**config.mk**
```make
export PLATFORM = sky130hd
export DESIGN_NAME = switch_capacity_and_ber_flags
export DESIGN_NICKNAME = d
export VERILOG_FILES = /design/src/include/switch_flags_pkg.sv /design/src/rtl/channel_count_sum.sv /design/src/rtl/switch_capacity_and_ber_flags.sv
export SDC_FILE = /design/constraint.sdc
export NUM_CORES = 1
export LEC_CHECK = 0
export ABC_AREA = 1
export BUFFER_PORTS_ARGS = -buffer_cell sky130_fd_sc_hd__buf_2
export CORE_MARGIN = 5
export CORE_UTILIZATION = 40
export CTS_BUF_LIST = sky130_fd_sc_hd__clkbuf_16
export DETAILED_ROUTE_END_ITERATION = 12
export PLACE_DENSITY_LB_ADDON = 0.15
export REMOVE_ABC_BUFFERS = 1
export SYNTH_ARGS = -nofsm -noshare
export SYNTH_HDL_FRONTEND = slang
export SYNTH_SLANG_ARGS = --single-unit
export TNS_END_PERCENT = 1
```
**constraint.sdc**
```tcl
create_clock -name ref_clk -period 7.4 [get_ports ref_clk]
set_input_delay 0.37 -clock ref_clk [delete_from_list [all_inputs] [get_ports ref_clk]]
set_output_delay 0.37 -clock ref_clk [all_outputs]
set_load 0.005 [all_outputs]
```
**src/include/switch_flags_pkg.sv**
```systemverilog
// Purpose: Shared constants and types for the switch capacity and bit-error flag block.
// Assumes: APB with 32-bit data; every register sits in one aligned word.
// Notes:   Register positions are word indices; the byte address is four times the index.
package switch_flags_pkg;

	// Switch core sizing.
	localparam int STREAM_COUNT      = 32;
	localparam int BER_FLAG_COUNT    = 16;
	localparam int CAPACITY_CHANNELS = 4096;
	localparam int BASE_CHANNELS     = 32;  // Channels per frame at the slowest rate code.
	localparam int RATE_W            = 2;
	localparam int SUM_W             = 14;  // Holds 32 streams of 256 channels.
	localparam int COUNT_W           = 16;  // Width of one receiver error count.
	localparam int IRQ_W             = 2 + BER_FLAG_COUNT;

	// Word indices of the registers.
	localparam logic [9:0] IDX_FP_OFFSET  = 10'h00f;
	localparam logic [9:0] IDX_CAP_FLAGS  = 10'h010;
	localparam logic [9:0] IDX_BER_FLAGS  = 10'h011;
	localparam logic [9:0] IDX_IRQ_STATUS = 10'h020;
	localparam logic [9:0] IDX_IRQ_CLEAR  = 10'h021;
	localparam logic [9:0] IDX_IRQ_ENABLE = 10'h022;
	localparam logic [9:0] IDX_IN_CFG     = 10'h040;
	localparam logic [9:0] IDX_OUT_CFG    = 10'h060;

	// Field positions.
	localparam int CAP_IN_BIT   = 0;
	localparam int CAP_OUT_BIT  = 1;
	localparam int IRQ_BER_LSB  = 2;
	localparam int CFG_RATE_LSB = 0;
	localparam int CFG_EN_BIT   = 2;

	// Values after reset and read masks.
	localparam logic [15:0] FP_OFFSET_RESET = 16'h0000;
	localparam logic [15:0] FP_OFFSET_MASK  = 16'h07ff;
	localparam logic [15:0] FLAGS_RESET     = 16'h0000;

	// Per-stream configuration: enable and rate code (00 slowest .. 11 fastest).
	typedef struct packed {
		logic              enable;
		logic [RATE_W-1:0] rate;
	} stream_cfg_t;

	// The two capacity flags, output_capacity_error in bit 1 and input_capacity_error in bit 0.
	typedef struct packed {
		logic output_capacity_error;
		logic input_capacity_error;
	} cap_flags_t;

	localparam stream_cfg_t CFG_RESET = '{enable: 1'b0, rate: 2'h0};

endpackage

```
**src/rtl/channel_count_sum.sv**
```systemverilog
// Purpose: Adds up the channels per frame of all enabled streams.
// Assumes: Rate code n gives the base channel count shifted left by n.
// Notes:   Purely combinational; the caller registers the capacity flags it derives from the result.
`timescale 1ns/10ps
module channel_count_sum #(
	parameter int Streams = switch_flags_pkg::STREAM_COUNT
) (
	input  switch_flags_pkg::stream_cfg_t [Streams-1:0] streamCfg,
	output logic [switch_flags_pkg::SUM_W-1:0]           channelTotal
);

	logic [switch_flags_pkg::SUM_W-1:0] partial [Streams+1];

	// A chained sum; a disabled stream carries nothing to the core.
	assign partial[0] = '0;
	for (genvar i = 0; i < Streams; i++) begin : gSum
		logic [switch_flags_pkg::SUM_W-1:0] streamChans;
		assign streamChans = streamCfg[i].enable ?
			switch_flags_pkg::SUM_W'(switch_flags_pkg::BASE_CHANNELS) << streamCfg[i].rate :
			'0;
		assign partial[i+1] = partial[i] + streamChans;
	end
	assign channelTotal = partial[Streams];

endmodule

```
**src/rtl/switch_capacity_and_ber_flags.sv**
```systemverilog
// Purpose: APB register bank with capacity checks, bit-error flags and an interrupt.
// Assumes: Error counts come from logic on ref_clk; reset is synchronous active high.
// Notes:   Flags lag their causes by one cycle; pready rises in the first access cycle.
//
// Local design decision: the APB interface to the registers.
`timescale 1ns/10ps
module switch_capacity_and_ber_flags #(
	parameter int Streams  = switch_flags_pkg::STREAM_COUNT,
	parameter int BerFlags = switch_flags_pkg::BER_FLAG_COUNT
) (
	input  wire logic                                               ref_clk,
	input  wire logic                                               rst,
	input  wire logic                                               psel,
	input  wire logic                                               penable,
	input  wire logic                                               pwrite,
	input  wire logic [11:0]                                        paddr,
	input  wire logic [31:0]                                        pwdata,
	output logic                                                    pready,
	output logic [31:0]                                             prdata,
	output logic                                                    pslverr,
	input  wire logic [BerFlags-1:0][switch_flags_pkg::COUNT_W-1:0] berReceiverErrorCount,
	output logic                                                    outputCapacityError,
	output logic                                                    inputCapacityError,
	output logic [BerFlags-1:0]                                     berStreamErrorFlag,
	output logic [15:0]                                             framePulseOffset,
	output switch_flags_pkg::stream_cfg_t [Streams-1:0]             inStreamCfg,
	output switch_flags_pkg::stream_cfg_t [Streams-1:0]             outStreamCfg,
	output logic                                                    irq
);

	localparam int IrqW = 2 + BerFlags;

	// Refuse sizes that break the register layout or overflow the channel sum.
	if (Streams < 1 || Streams > switch_flags_pkg::STREAM_COUNT) begin : gBadStreams
		$error("Streams must lie between 1 and 32.");
	end
	if (BerFlags < 1 || BerFlags > switch_flags_pkg::BER_FLAG_COUNT) begin : gBadBer
		$error("BerFlags must lie between 1 and 16.");
	end

	// Configuration state.
	switch_flags_pkg::stream_cfg_t [Streams-1:0] inCfg_r;
	switch_flags_pkg::stream_cfg_t [Streams-1:0] inCfg_nxt;
	switch_flags_pkg::stream_cfg_t [Streams-1:0] outCfg_r;
	switch_flags_pkg::stream_cfg_t [Streams-1:0] outCfg_nxt;
	logic [15:0]                                 fpOffset_r;
	logic [15:0]                                 fpOffset_nxt;

	// Flag and interrupt state.
	switch_flags_pkg::cap_flags_t                capFlags_r;
	switch_flags_pkg::cap_flags_t                capFlags_nxt;
	logic [BerFlags-1:0]                         berFlags_r;
	logic [BerFlags-1:0]                         berFlags_nxt;
	logic [IrqW-1:0]                             irqStatus_r;
	logic [IrqW-1:0]                             irqStatus_nxt;
	logic [IrqW-1:0]                             irqEnable_r;
	logic [IrqW-1:0]                             irqEnable_nxt;
	logic                                        irq_r;
	logic                                        irq_nxt;

	// Bus answer state.
	logic                                        pready_r;
	logic                                        pready_nxt;
	logic [31:0]                                 prdata_r;
	logic [31:0]                                 prdata_nxt;
	logic                                        pslverr_r;
	logic                                        pslverr_nxt;

	// Decode helpers.
	logic [switch_flags_pkg::SUM_W-1:0]          inTotal;
	logic [switch_flags_pkg::SUM_W-1:0]          outTotal;
	logic [9:0]                                  wordIdx;
	logic                                        setupPhase;
	logic                                        writeDone;
	logic                                        hitInCfg;
	logic                                        hitOutCfg;
	logic [4:0]                                  cfgSel;
	logic [IrqW-1:0]                             irqEvents;
	logic [IrqW-1:0]                             irqClear;
	logic [IrqW-1:0]                             flagNow;
	logic [IrqW-1:0]                             flagPrev_r;

	assign wordIdx    = paddr[11:2];
	assign setupPhase = psel && !penable;
	assign writeDone  = psel && penable && pready_r && pwrite;
	assign cfgSel     = wordIdx[4:0];
	assign hitInCfg   = (wordIdx >= switch_flags_pkg::IDX_IN_CFG) &&
		(wordIdx < switch_flags_pkg::IDX_IN_CFG + 10'(Streams));
	assign hitOutCfg  = (wordIdx >= switch_flags_pkg::IDX_OUT_CFG) &&
		(wordIdx < switch_flags_pkg::IDX_OUT_CFG + 10'(Streams));

	// Channel totals of the enabled streams on each side.
	channel_count_sum #(
		.Streams(Streams)
	) uInSum (
		.streamCfg   (inCfg_r),
		.channelTotal(inTotal)
	);

	channel_count_sum #(
		.Streams(Streams)
	) uOutSum (
		.streamCfg   (outCfg_r),
		.channelTotal(outTotal)
	);

	// Configuration writes. Disabling streams is how software brings the totals back down.
	always_comb begin
		inCfg_nxt    = inCfg_r;
		outCfg_nxt   = outCfg_r;
		fpOffset_nxt = fpOffset_r;
		if (writeDone) begin
			if (wordIdx == switch_flags_pkg::IDX_FP_OFFSET) begin
				fpOffset_nxt = pwdata[15:0] & switch_flags_pkg::FP_OFFSET_MASK;
			end else if (hitInCfg) begin
				inCfg_nxt[cfgSel] = pwdata[switch_flags_pkg::CFG_EN_BIT:0];
			end else if (hitOutCfg) begin
				outCfg_nxt[cfgSel] = pwdata[switch_flags_pkg::CFG_EN_BIT:0];
			end
		end
	end

	always_ff @(posedge ref_clk) begin
		if (rst) begin
			inCfg_r    <= {Streams{switch_flags_pkg::CFG_RESET}};
			outCfg_r   <= {Streams{switch_flags_pkg::CFG_RESET}};
			fpOffset_r <= switch_flags_pkg::FP_OFFSET_RESET;
		end else begin
			inCfg_r    <= inCfg_nxt;
			outCfg_r   <= outCfg_nxt;
			fpOffset_r <= fpOffset_nxt;
		end
	end

	// Flags follow their causes every cycle, with no latch, so they fall on their own.
	always_comb begin
		capFlags_nxt.output_capacity_error = outTotal > switch_flags_pkg::SUM_W'(
			switch_flags_pkg::CAPACITY_CHANNELS);
		capFlags_nxt.input_capacity_error  = inTotal > switch_flags_pkg::SUM_W'(
			switch_flags_pkg::CAPACITY_CHANNELS);
		for (int i = 0; i < BerFlags; i++) begin
			berFlags_nxt[i] = |berReceiverErrorCount[i];
		end
	end

	always_ff @(posedge ref_clk) begin
		if (rst) begin
			capFlags_r <= '0;
			berFlags_r <= '0;
		end else begin
			capFlags_r <= capFlags_nxt;
			berFlags_r <= berFlags_nxt;
		end
	end

	// Interrupt events are rising edges of the flags; a new event beats a clear in the same cycle.
	assign flagNow  = {berFlags_r, capFlags_r.output_capacity_error, capFlags_r.input_capacity_error};
	assign irqClear = (writeDone && wordIdx == switch_flags_pkg::IDX_IRQ_CLEAR) ?
		pwdata[IrqW-1:0] : '0;
	assign irqEvents = flagNow & ~flagPrev_r;

	always_comb begin
		irqStatus_nxt = (irqStatus_r & ~irqClear) | irqEvents;
		irqEnable_nxt = irqEnable_r;
		if (writeDone && wordIdx == switch_flags_pkg::IDX_IRQ_ENABLE) begin
			irqEnable_nxt = pwdata[IrqW-1:0];
		end
		irq_nxt = |(irqStatus_nxt & irqEnable_nxt);
	end

	always_ff @(posedge ref_clk) begin
		if (rst) begin
			irqStatus_r <= '0;
			irqEnable_r <= '0;
			flagPrev_r  <= '0;
			irq_r       <= 1'b0;
		end else begin
			irqStatus_r <= irqStatus_nxt;
			irqEnable_r <= irqEnable_nxt;
			flagPrev_r  <= flagNow;
			irq_r       <= irq_nxt;
		end
	end

	// Read data is captured in the setup cycle so every answer comes from a flip-flop.
	// Writes to read-only words and any unmapped access answer with pslverr.
	always_comb begin
		pready_nxt  = setupPhase;
		prdata_nxt  = prdata_r;
		pslverr_nxt = 1'b0;
		if (setupPhase) begin
			prdata_nxt = '0;
			if (wordIdx == switch_flags_pkg::IDX_FP_OFFSET) begin
				prdata_nxt[15:0] = fpOffset_r;
			end else if (wordIdx == switch_flags_pkg::IDX_CAP_FLAGS) begin
				prdata_nxt[1:0] = capFlags_r;
				pslverr_nxt     = pwrite;
			end else if (wordIdx == switch_flags_pkg::IDX_BER_FLAGS) begin
				prdata_nxt[BerFlags-1:0] = berFlags_r;
				pslverr_nxt              = pwrite;
			end else if (wordIdx == switch_flags_pkg::IDX_IRQ_STATUS) begin
				prdata_nxt[IrqW-1:0] = irqStatus_r;
				pslverr_nxt          = pwrite;
			end else if (wordIdx == switch_flags_pkg::IDX_IRQ_CLEAR) begin
				pslverr_nxt = !pwrite;
			end else if (wordIdx == switch_flags_pkg::IDX_IRQ_ENABLE) begin
				prdata_nxt[IrqW-1:0] = irqEnable_r;
			end else if (hitInCfg) begin
				prdata_nxt[switch_flags_pkg::CFG_EN_BIT:0] = inCfg_r[cfgSel];
			end else if (hitOutCfg) begin
				prdata_nxt[switch_flags_pkg::CFG_EN_BIT:0] = outCfg_r[cfgSel];
			end else begin
				pslverr_nxt = 1'b1;
			end
		end
	end

	always_ff @(posedge ref_clk) begin
		if (rst) begin
			pready_r  <= 1'b0;
			prdata_r  <= '0;
			pslverr_r <= 1'b0;
		end else begin
			pready_r  <= pready_nxt;
			prdata_r  <= prdata_nxt;
			pslverr_r <= pslverr_nxt;
		end
	end

	// Every output is a register.
	assign pready              = pready_r;
	assign prdata              = prdata_r;
	assign pslverr             = pslverr_r;
	assign outputCapacityError = capFlags_r.output_capacity_error;
	assign inputCapacityError  = capFlags_r.input_capacity_error;
	assign berStreamErrorFlag  = berFlags_r;
	assign framePulseOffset    = fpOffset_r;
	assign inStreamCfg         = inCfg_r;
	assign outStreamCfg        = outCfg_r;
	assign irq                 = irq_r;

endmodule

```
* Word level (Yosys, flattened, before mapping)
Cells that the tools add are included.
Storage, ports and cells: flip-flop bits (word level) 296, bits of input ports 305
Cells by class: $add $sub $neg 62, order comparisons 8, eq/ne operators 6, shift-type cells 64, muxes and demuxes 93, bitwise gates (word level) 9, reduce and logical (&&, ||, !) cells 32
Operators with widths (count):
- $mux 14 | 64
- $shl 6x2->14 const A | 64
- $add 14x14->14 | 62
- $reduce_or 16->1 | 16
- $bwmux 96 | 2
- $mux 18 | 4
- $and 18x18->18 | 3
- $mux 16 | 3
- $not 18->18 | 2
- $bmux 3 s5 | 2
- $eq 10x6->1 const B | 3
- $gt 14x13->1 const B | 2
- $eq 10x5->1 const B | 2
- $ge 10x7->1 const B | 2
- $mux 3 | 6
- $or 18x18->18 | 1
- $reduce_or 18->1 | 1
- $demux 3 s5 | 1
- $mux 15 | 1
- $eq 10x4->1 const B | 1
- $lt 10x7->1 const B | 1
- $lt 10x8->1 const B | 1
- $logic_and 1x1->1 | 9
- $mux 1 | 7
- 9 further kinds | 14

* Logic depth before layout (Yosys ltp)
depth after elaboration 34, gate-level depth with buffers 26, depth with buffers taken out 26

* Cells and area by module
From an unflattened synthesis, not the netlist that was laid out.
Second synthesis, totals: cells, all modules 2982, area, all modules 22365.2 µm²
Modules (own cells, without submodules):
- switch_capacity_and_ber_flags | instances 1, cells each 1929, area an instance 13704.4 µm², seq. area each 5925.7 µm²
- channel_count_sum at uInSum | instances 1, cells each 525, area an instance 4331.7 µm², seq. area each 0.0 µm²
- channel_count_sum at uOutSum | instances 1, cells each 528, area an instance 4329.2 µm², seq. area each 0.0 µm²

* Least setup slack after synthesis
Ideal clock, no wire load.
kind register to register, start point reg outCfg_r (netlist bit outStreamCfg[19]), end point reg capFlags_r (netlist bit outputCapacityError), library setup time 128 ps, data arrival time 6021 ps, required time 7272 ps, path slack 1251 ps, cell stages (with the launch flop) 24, path buffers 0, clock period less this slack 6149 ps, cell sequence dfxtp_1 > inv_1 > nor3_1 > fa_1 > fa_1 > inv_1 > fa_1 > fa_1 > inv_1 > fa_1 > fa_1 > inv_1 > fa_1 > inv_1 > fa_1 > ha_1 > fa_1 > nand3_1 > nand2_1 > a21o_1 > a21oi_1 > xor2_1 > nor2_1 > nor2_1
Between the ends: cells in the longest elaborated chain, start to end 29
RTL lines:
- start, declared | RTL line switch_capacity_and_ber_flags.sv:44 | switch_flags_pkg::stream_cfg_t [Streams-1:0] outCfg_r;
- start signal, assigned | RTL line switch_capacity_and_ber_flags.sv:126 | outCfg_r <= {Streams{switch_flags_pkg::CFG_RESET}};
- start signal, assigned | RTL line switch_capacity_and_ber_flags.sv:130 | outCfg_r <= outCfg_nxt;
- $shl 6x2->14 | RTL line channel_count_sum.sv:19 | switch_flags_pkg::SUM_W'(switch_flags_pkg::BASE_CHANNELS) << streamCfg[i].rate :
- $mux 14 | RTL line channel_count_sum.sv:18 | assign streamChans = streamCfg[i].enable ?
- $add 14x14->14 (26 in a row) | RTL line channel_count_sum.sv:21 | assign partial[i+1] = partial[i] + streamChans;
- $gt 14x13->1 | RTL line switch_capacity_and_ber_flags.sv:137 | capFlags_nxt.output_capacity_error = outTotal > switch_flags_pkg::SUM_W'(
- end signal, assigned | RTL line switch_capacity_and_ber_flags.sv:151 | capFlags_r <= capFlags_nxt;
- end, declared | RTL line switch_capacity_and_ber_flags.sv:50 | switch_flags_pkg::cap_flags_t capFlags_r;
Every way passes these cells. A chain may end at the register's enable or synchronous reset.

* Final worst setup path
start point reg outCfg_r (netlist bit outStreamCfg[7]), end point reg capFlags_r (netlist bit outputCapacityError)
Between the ends: cells in the longest elaborated chain, start to end 33
RTL lines (RTL line):
- $shl 6x2->14 | channel_count_sum.sv:19
- $mux 14 | channel_count_sum.sv:18
- $add 14x14->14 (30 in a row) | channel_count_sum.sv:21
- $gt 14x13->1 | switch_capacity_and_ber_flags.sv:137
Every way passes these cells.

==> impl_metrics.json <==
{
  "final_common_cell": "buf_2",
  "cts-root-buf": "clkbuf_16",
  "post-route-util": 0.4851,
  "yosysTopAreaCell": "dfxtp_1",
  "finalSetupViolations": 0,
  "via_per_inst": 5.310,
  "antenna_found_initial": 11,
  "clock.fmax_mhz": 147.1,
  "path_buf_inv": 5,
  "crit_path_start_kind": "flip-flop",
  "die_height_um": 242.3,
  "crit_family": "adder cells",
  "most-common-layout-cells": "buf_2, inv_1, nand2_1",
  "p_leak_nw": 12.61,
  "worstPathCellList": "inv_1 -> nor3_1 -> fa_1 -> inv_1 -> fa_1 -> fa_1 -> fa_1 -> inv_1 -> fa_1 -> fa_1 -> inv_1 -> fa_1 -> inv_1 -> fa_1 -> ha_1 -> fa_1 -> nor4_1 -> nand4_1 -> o21ai_0 -> a21oi_1 -> nor2_1 -> nor2_1",
  "core.rowCount": 85,
  "cts_inserted_buffers": 38,
  "endpoint_kind": "flip-flop",
  "drtIter0Drc": 1566,
  "async_flop_share": 0,
  "synthCells": 2864,
  "syn_avg_cell_area_sq_um": 7.537,
  "synth.top_cell.area_share": 0.2745,
  "crit_path_top_delay_cell": "fa_1",
  "fin_crit_sh": 0.9185,
  "crit_required_ns": 7.82,
  "routedWlPerCell_um": 22.05,
  "crit_type": "reg2reg",
  "p_total_mw": 3.933,
  "synth_cell_types": 43,
  "clkSlewWorstSetupHoldPaths_ns": 0.06,
  "tns_ns": 0,
  "final_nets": 3951,
  "ant_nets": 0,
  "r2r-start": "outStreamCfg[7]$_SDFFE_PP0P_",
  "maxCapViolCount": 0,
  "multi_input_comb_area_sq_um": 13240,
  "regArea_sq_um": 5926,
  "ys.flop_type": "dfxtp_1",
  "cts_max_path_buffers": 3,
  "drt_first_pass_iters": 5,
  "areaGrowthSynthToFinish_pct": 20.47,
  "yosysSeqAreaShare": 0.2745,
  "drcViolationCount": 0,
  "slew_headroom": 0.2819,
  "clk_latency_ns": 0.58,
  "whs_path_depth": 2,
  "drive_gt1_frac": 0.1910,
  "synth_area_sq_um": 21590,
  "grt_pass1_wl_mm": 134.4,
  "peakVddDrop_mv": 0.1279,
  "crit_cells": 22,
  "post_cts_buffers": 0,
  "finalMaxSlewViolations": 0,
  "cts_resized": 0,
  "outcome": "completed",
  "cts_tree": "yes",
  "clock_sinks": 296,
  "htreeDepth": 2,
  "power.density_nw_per_um2": 151.3,
  "die_w_um": 242.3,
  "place.gp.congestion": 0.9798,
  "n_fill_cell": 5371,
  "worst_slew_pin_slew_ns": 1.077,
  "r2r_cells": 22,
  "slowest_delay_ns": 0.55,
  "floorplan.initialDensity": 0.4027,
  "synth-edff-count": 0,
  "grt_setup_unrepaired": "no",
  "cpMostUsedCell": "fa_1",
  "use_met1": 0.3532,
  "cp_max_fo": 4,
  "boundaryPins": 566,
  "cts_hold_buf": 0,
  "core_sq_um": 53600,
  "top_usage_layer": "met2",
  "placed_cell_area_sq_um": 24720,
  "startpoint": "outStreamCfg[7]$_SDFFE_PP0P_",
  "dieArea_sq_um": 58710,
  "holdCritPathClass": "in2reg",
  "final_cell_area_sq_um": 26000,
  "grt_pass1_vias": 22195,
  "timing.final.hold_violations": 0,
  "dp_hpwl_mm": 69.90,
  "skew_ns": 0.01782,
  "grt_use_met3": 0.04821,
  "min_period_ns": 6.797,
  "hold_start": "rst",
  "grt_use_met2": 0.5135,
  "synth_seq_cells": 296,
  "grt_max_degree": 123,
  "yosysWarnings": 0,
  "arrival_ns": 7.22,
  "grt_usage": 0.2975,
  "drt-total-wl_mm": 90.08,
  "numPortBuffers": 530,
  "grt-ovfl-total": 0,
  "yosys-top-cells-area": "dfxtp_1, fa_1, inv_1",
  "dr_total_vias": 21697,
  "hold_slack_ns": 0.06065
}
[layout make-up]
class	instances	share of cell area
Clock inverter	32	0.01193
Clock buffer	38	0.03657
Antenna cell	8	0.0007699
Sequential cell	296	0.2279
Multi-Input combinational cell	1962	0.5092
Timing Repair Buffer	546	0.1067
Inverter	508	0.07347
Tap cell	696	0.03349
[through the flow]
stage / std cells / setup WS, ns
after floorplan: 2766 / 1.259
after global placement: 4008 / 0.6744
after detailed placement: 4008 / 0.6555
after CTS: 4078 / 0.6189
after global routing: 4082 / 0.1757
final: 4086 / 0.6030
[kinds of logic after synthesis]
group           count (synthesis)  share of synthesized area
flops                         296                     0.2745
buf+inv                       624                     0.1156
fa+ha+maj                     294                     0.2497
other cells                     1                  0.0001737
xor+xnor                        8                   0.003246
simple gates                 1089                     0.2217
compound gates                552                     0.1351
[per-layer routing]
layer / routed length, um / part of all wire
met1: 33880 / 0.38
met2: 43470 / 0.48
met3: 6626 / 0.074
met4: 6098 / 0.068
met5: 0 / 0
[final timing paths]
| kind | endpoint | slack (ns) |
|---|---|---|
| setup / recovery | outputCapacityError$_SDFF_PP0_ | 0.60 |
| hold / removal | pready$_SDFF_PP0_ | 0.06 |
| setup reg to reg | outputCapacityError$_SDFF_PP0_ | 0.60 |
| hold reg to reg | prdata[15]$_SDFFE_PP0P_ | 0.46 |
[report_power, final]
group          total, mW  switching, mW  internal (mW)  leakage (nW)
Clock               1.93          0.788           1.15         0.654
Combinational      0.373          0.249          0.124          9.55
Sequential          1.63         0.0122           1.61          2.40
Total               3.93           1.05           2.88          12.6
[cell usage after synthesis (2+ instances only)]
cell        n
xnor2_1     4
xor2_1      4
ha_1       66
o22ai_1     3
buf_2      19
buf_1       5
nand2_1   424
buf_4      26
a31oi_1    13
nand3b_1    2
inv_1     501
fa_1      228
clkbuf_1   62
inv_2       5
nor3_1    172
dfxtp_1   296
o221ai_1    6
o211ai_1    2
nor4_1     66
nand4_1    18
a41oi_1    16
nor2_1    251
nor2_4      3
buf_6       4
o21ai_1     9
a21oi_1   244
or2_2      13
o21a_1      6
nand3_1   119
nor2_2      2
o21ai_0   243
o21bai_1    2
nand2_2    16
a221oi_1    5
[registers in the layout, summed over array words and instances (netlist names), 11 cells and up]
register	flops
irqEnable_r	18
flagPrev_r	18
outStreamCfg	96
framePulseOffset	11
inStreamCfg	96
berStreamErrorFlag	16
irqStatus_r	18
prdata	18
Note: power is estimated with default switching activity, not from simulation.
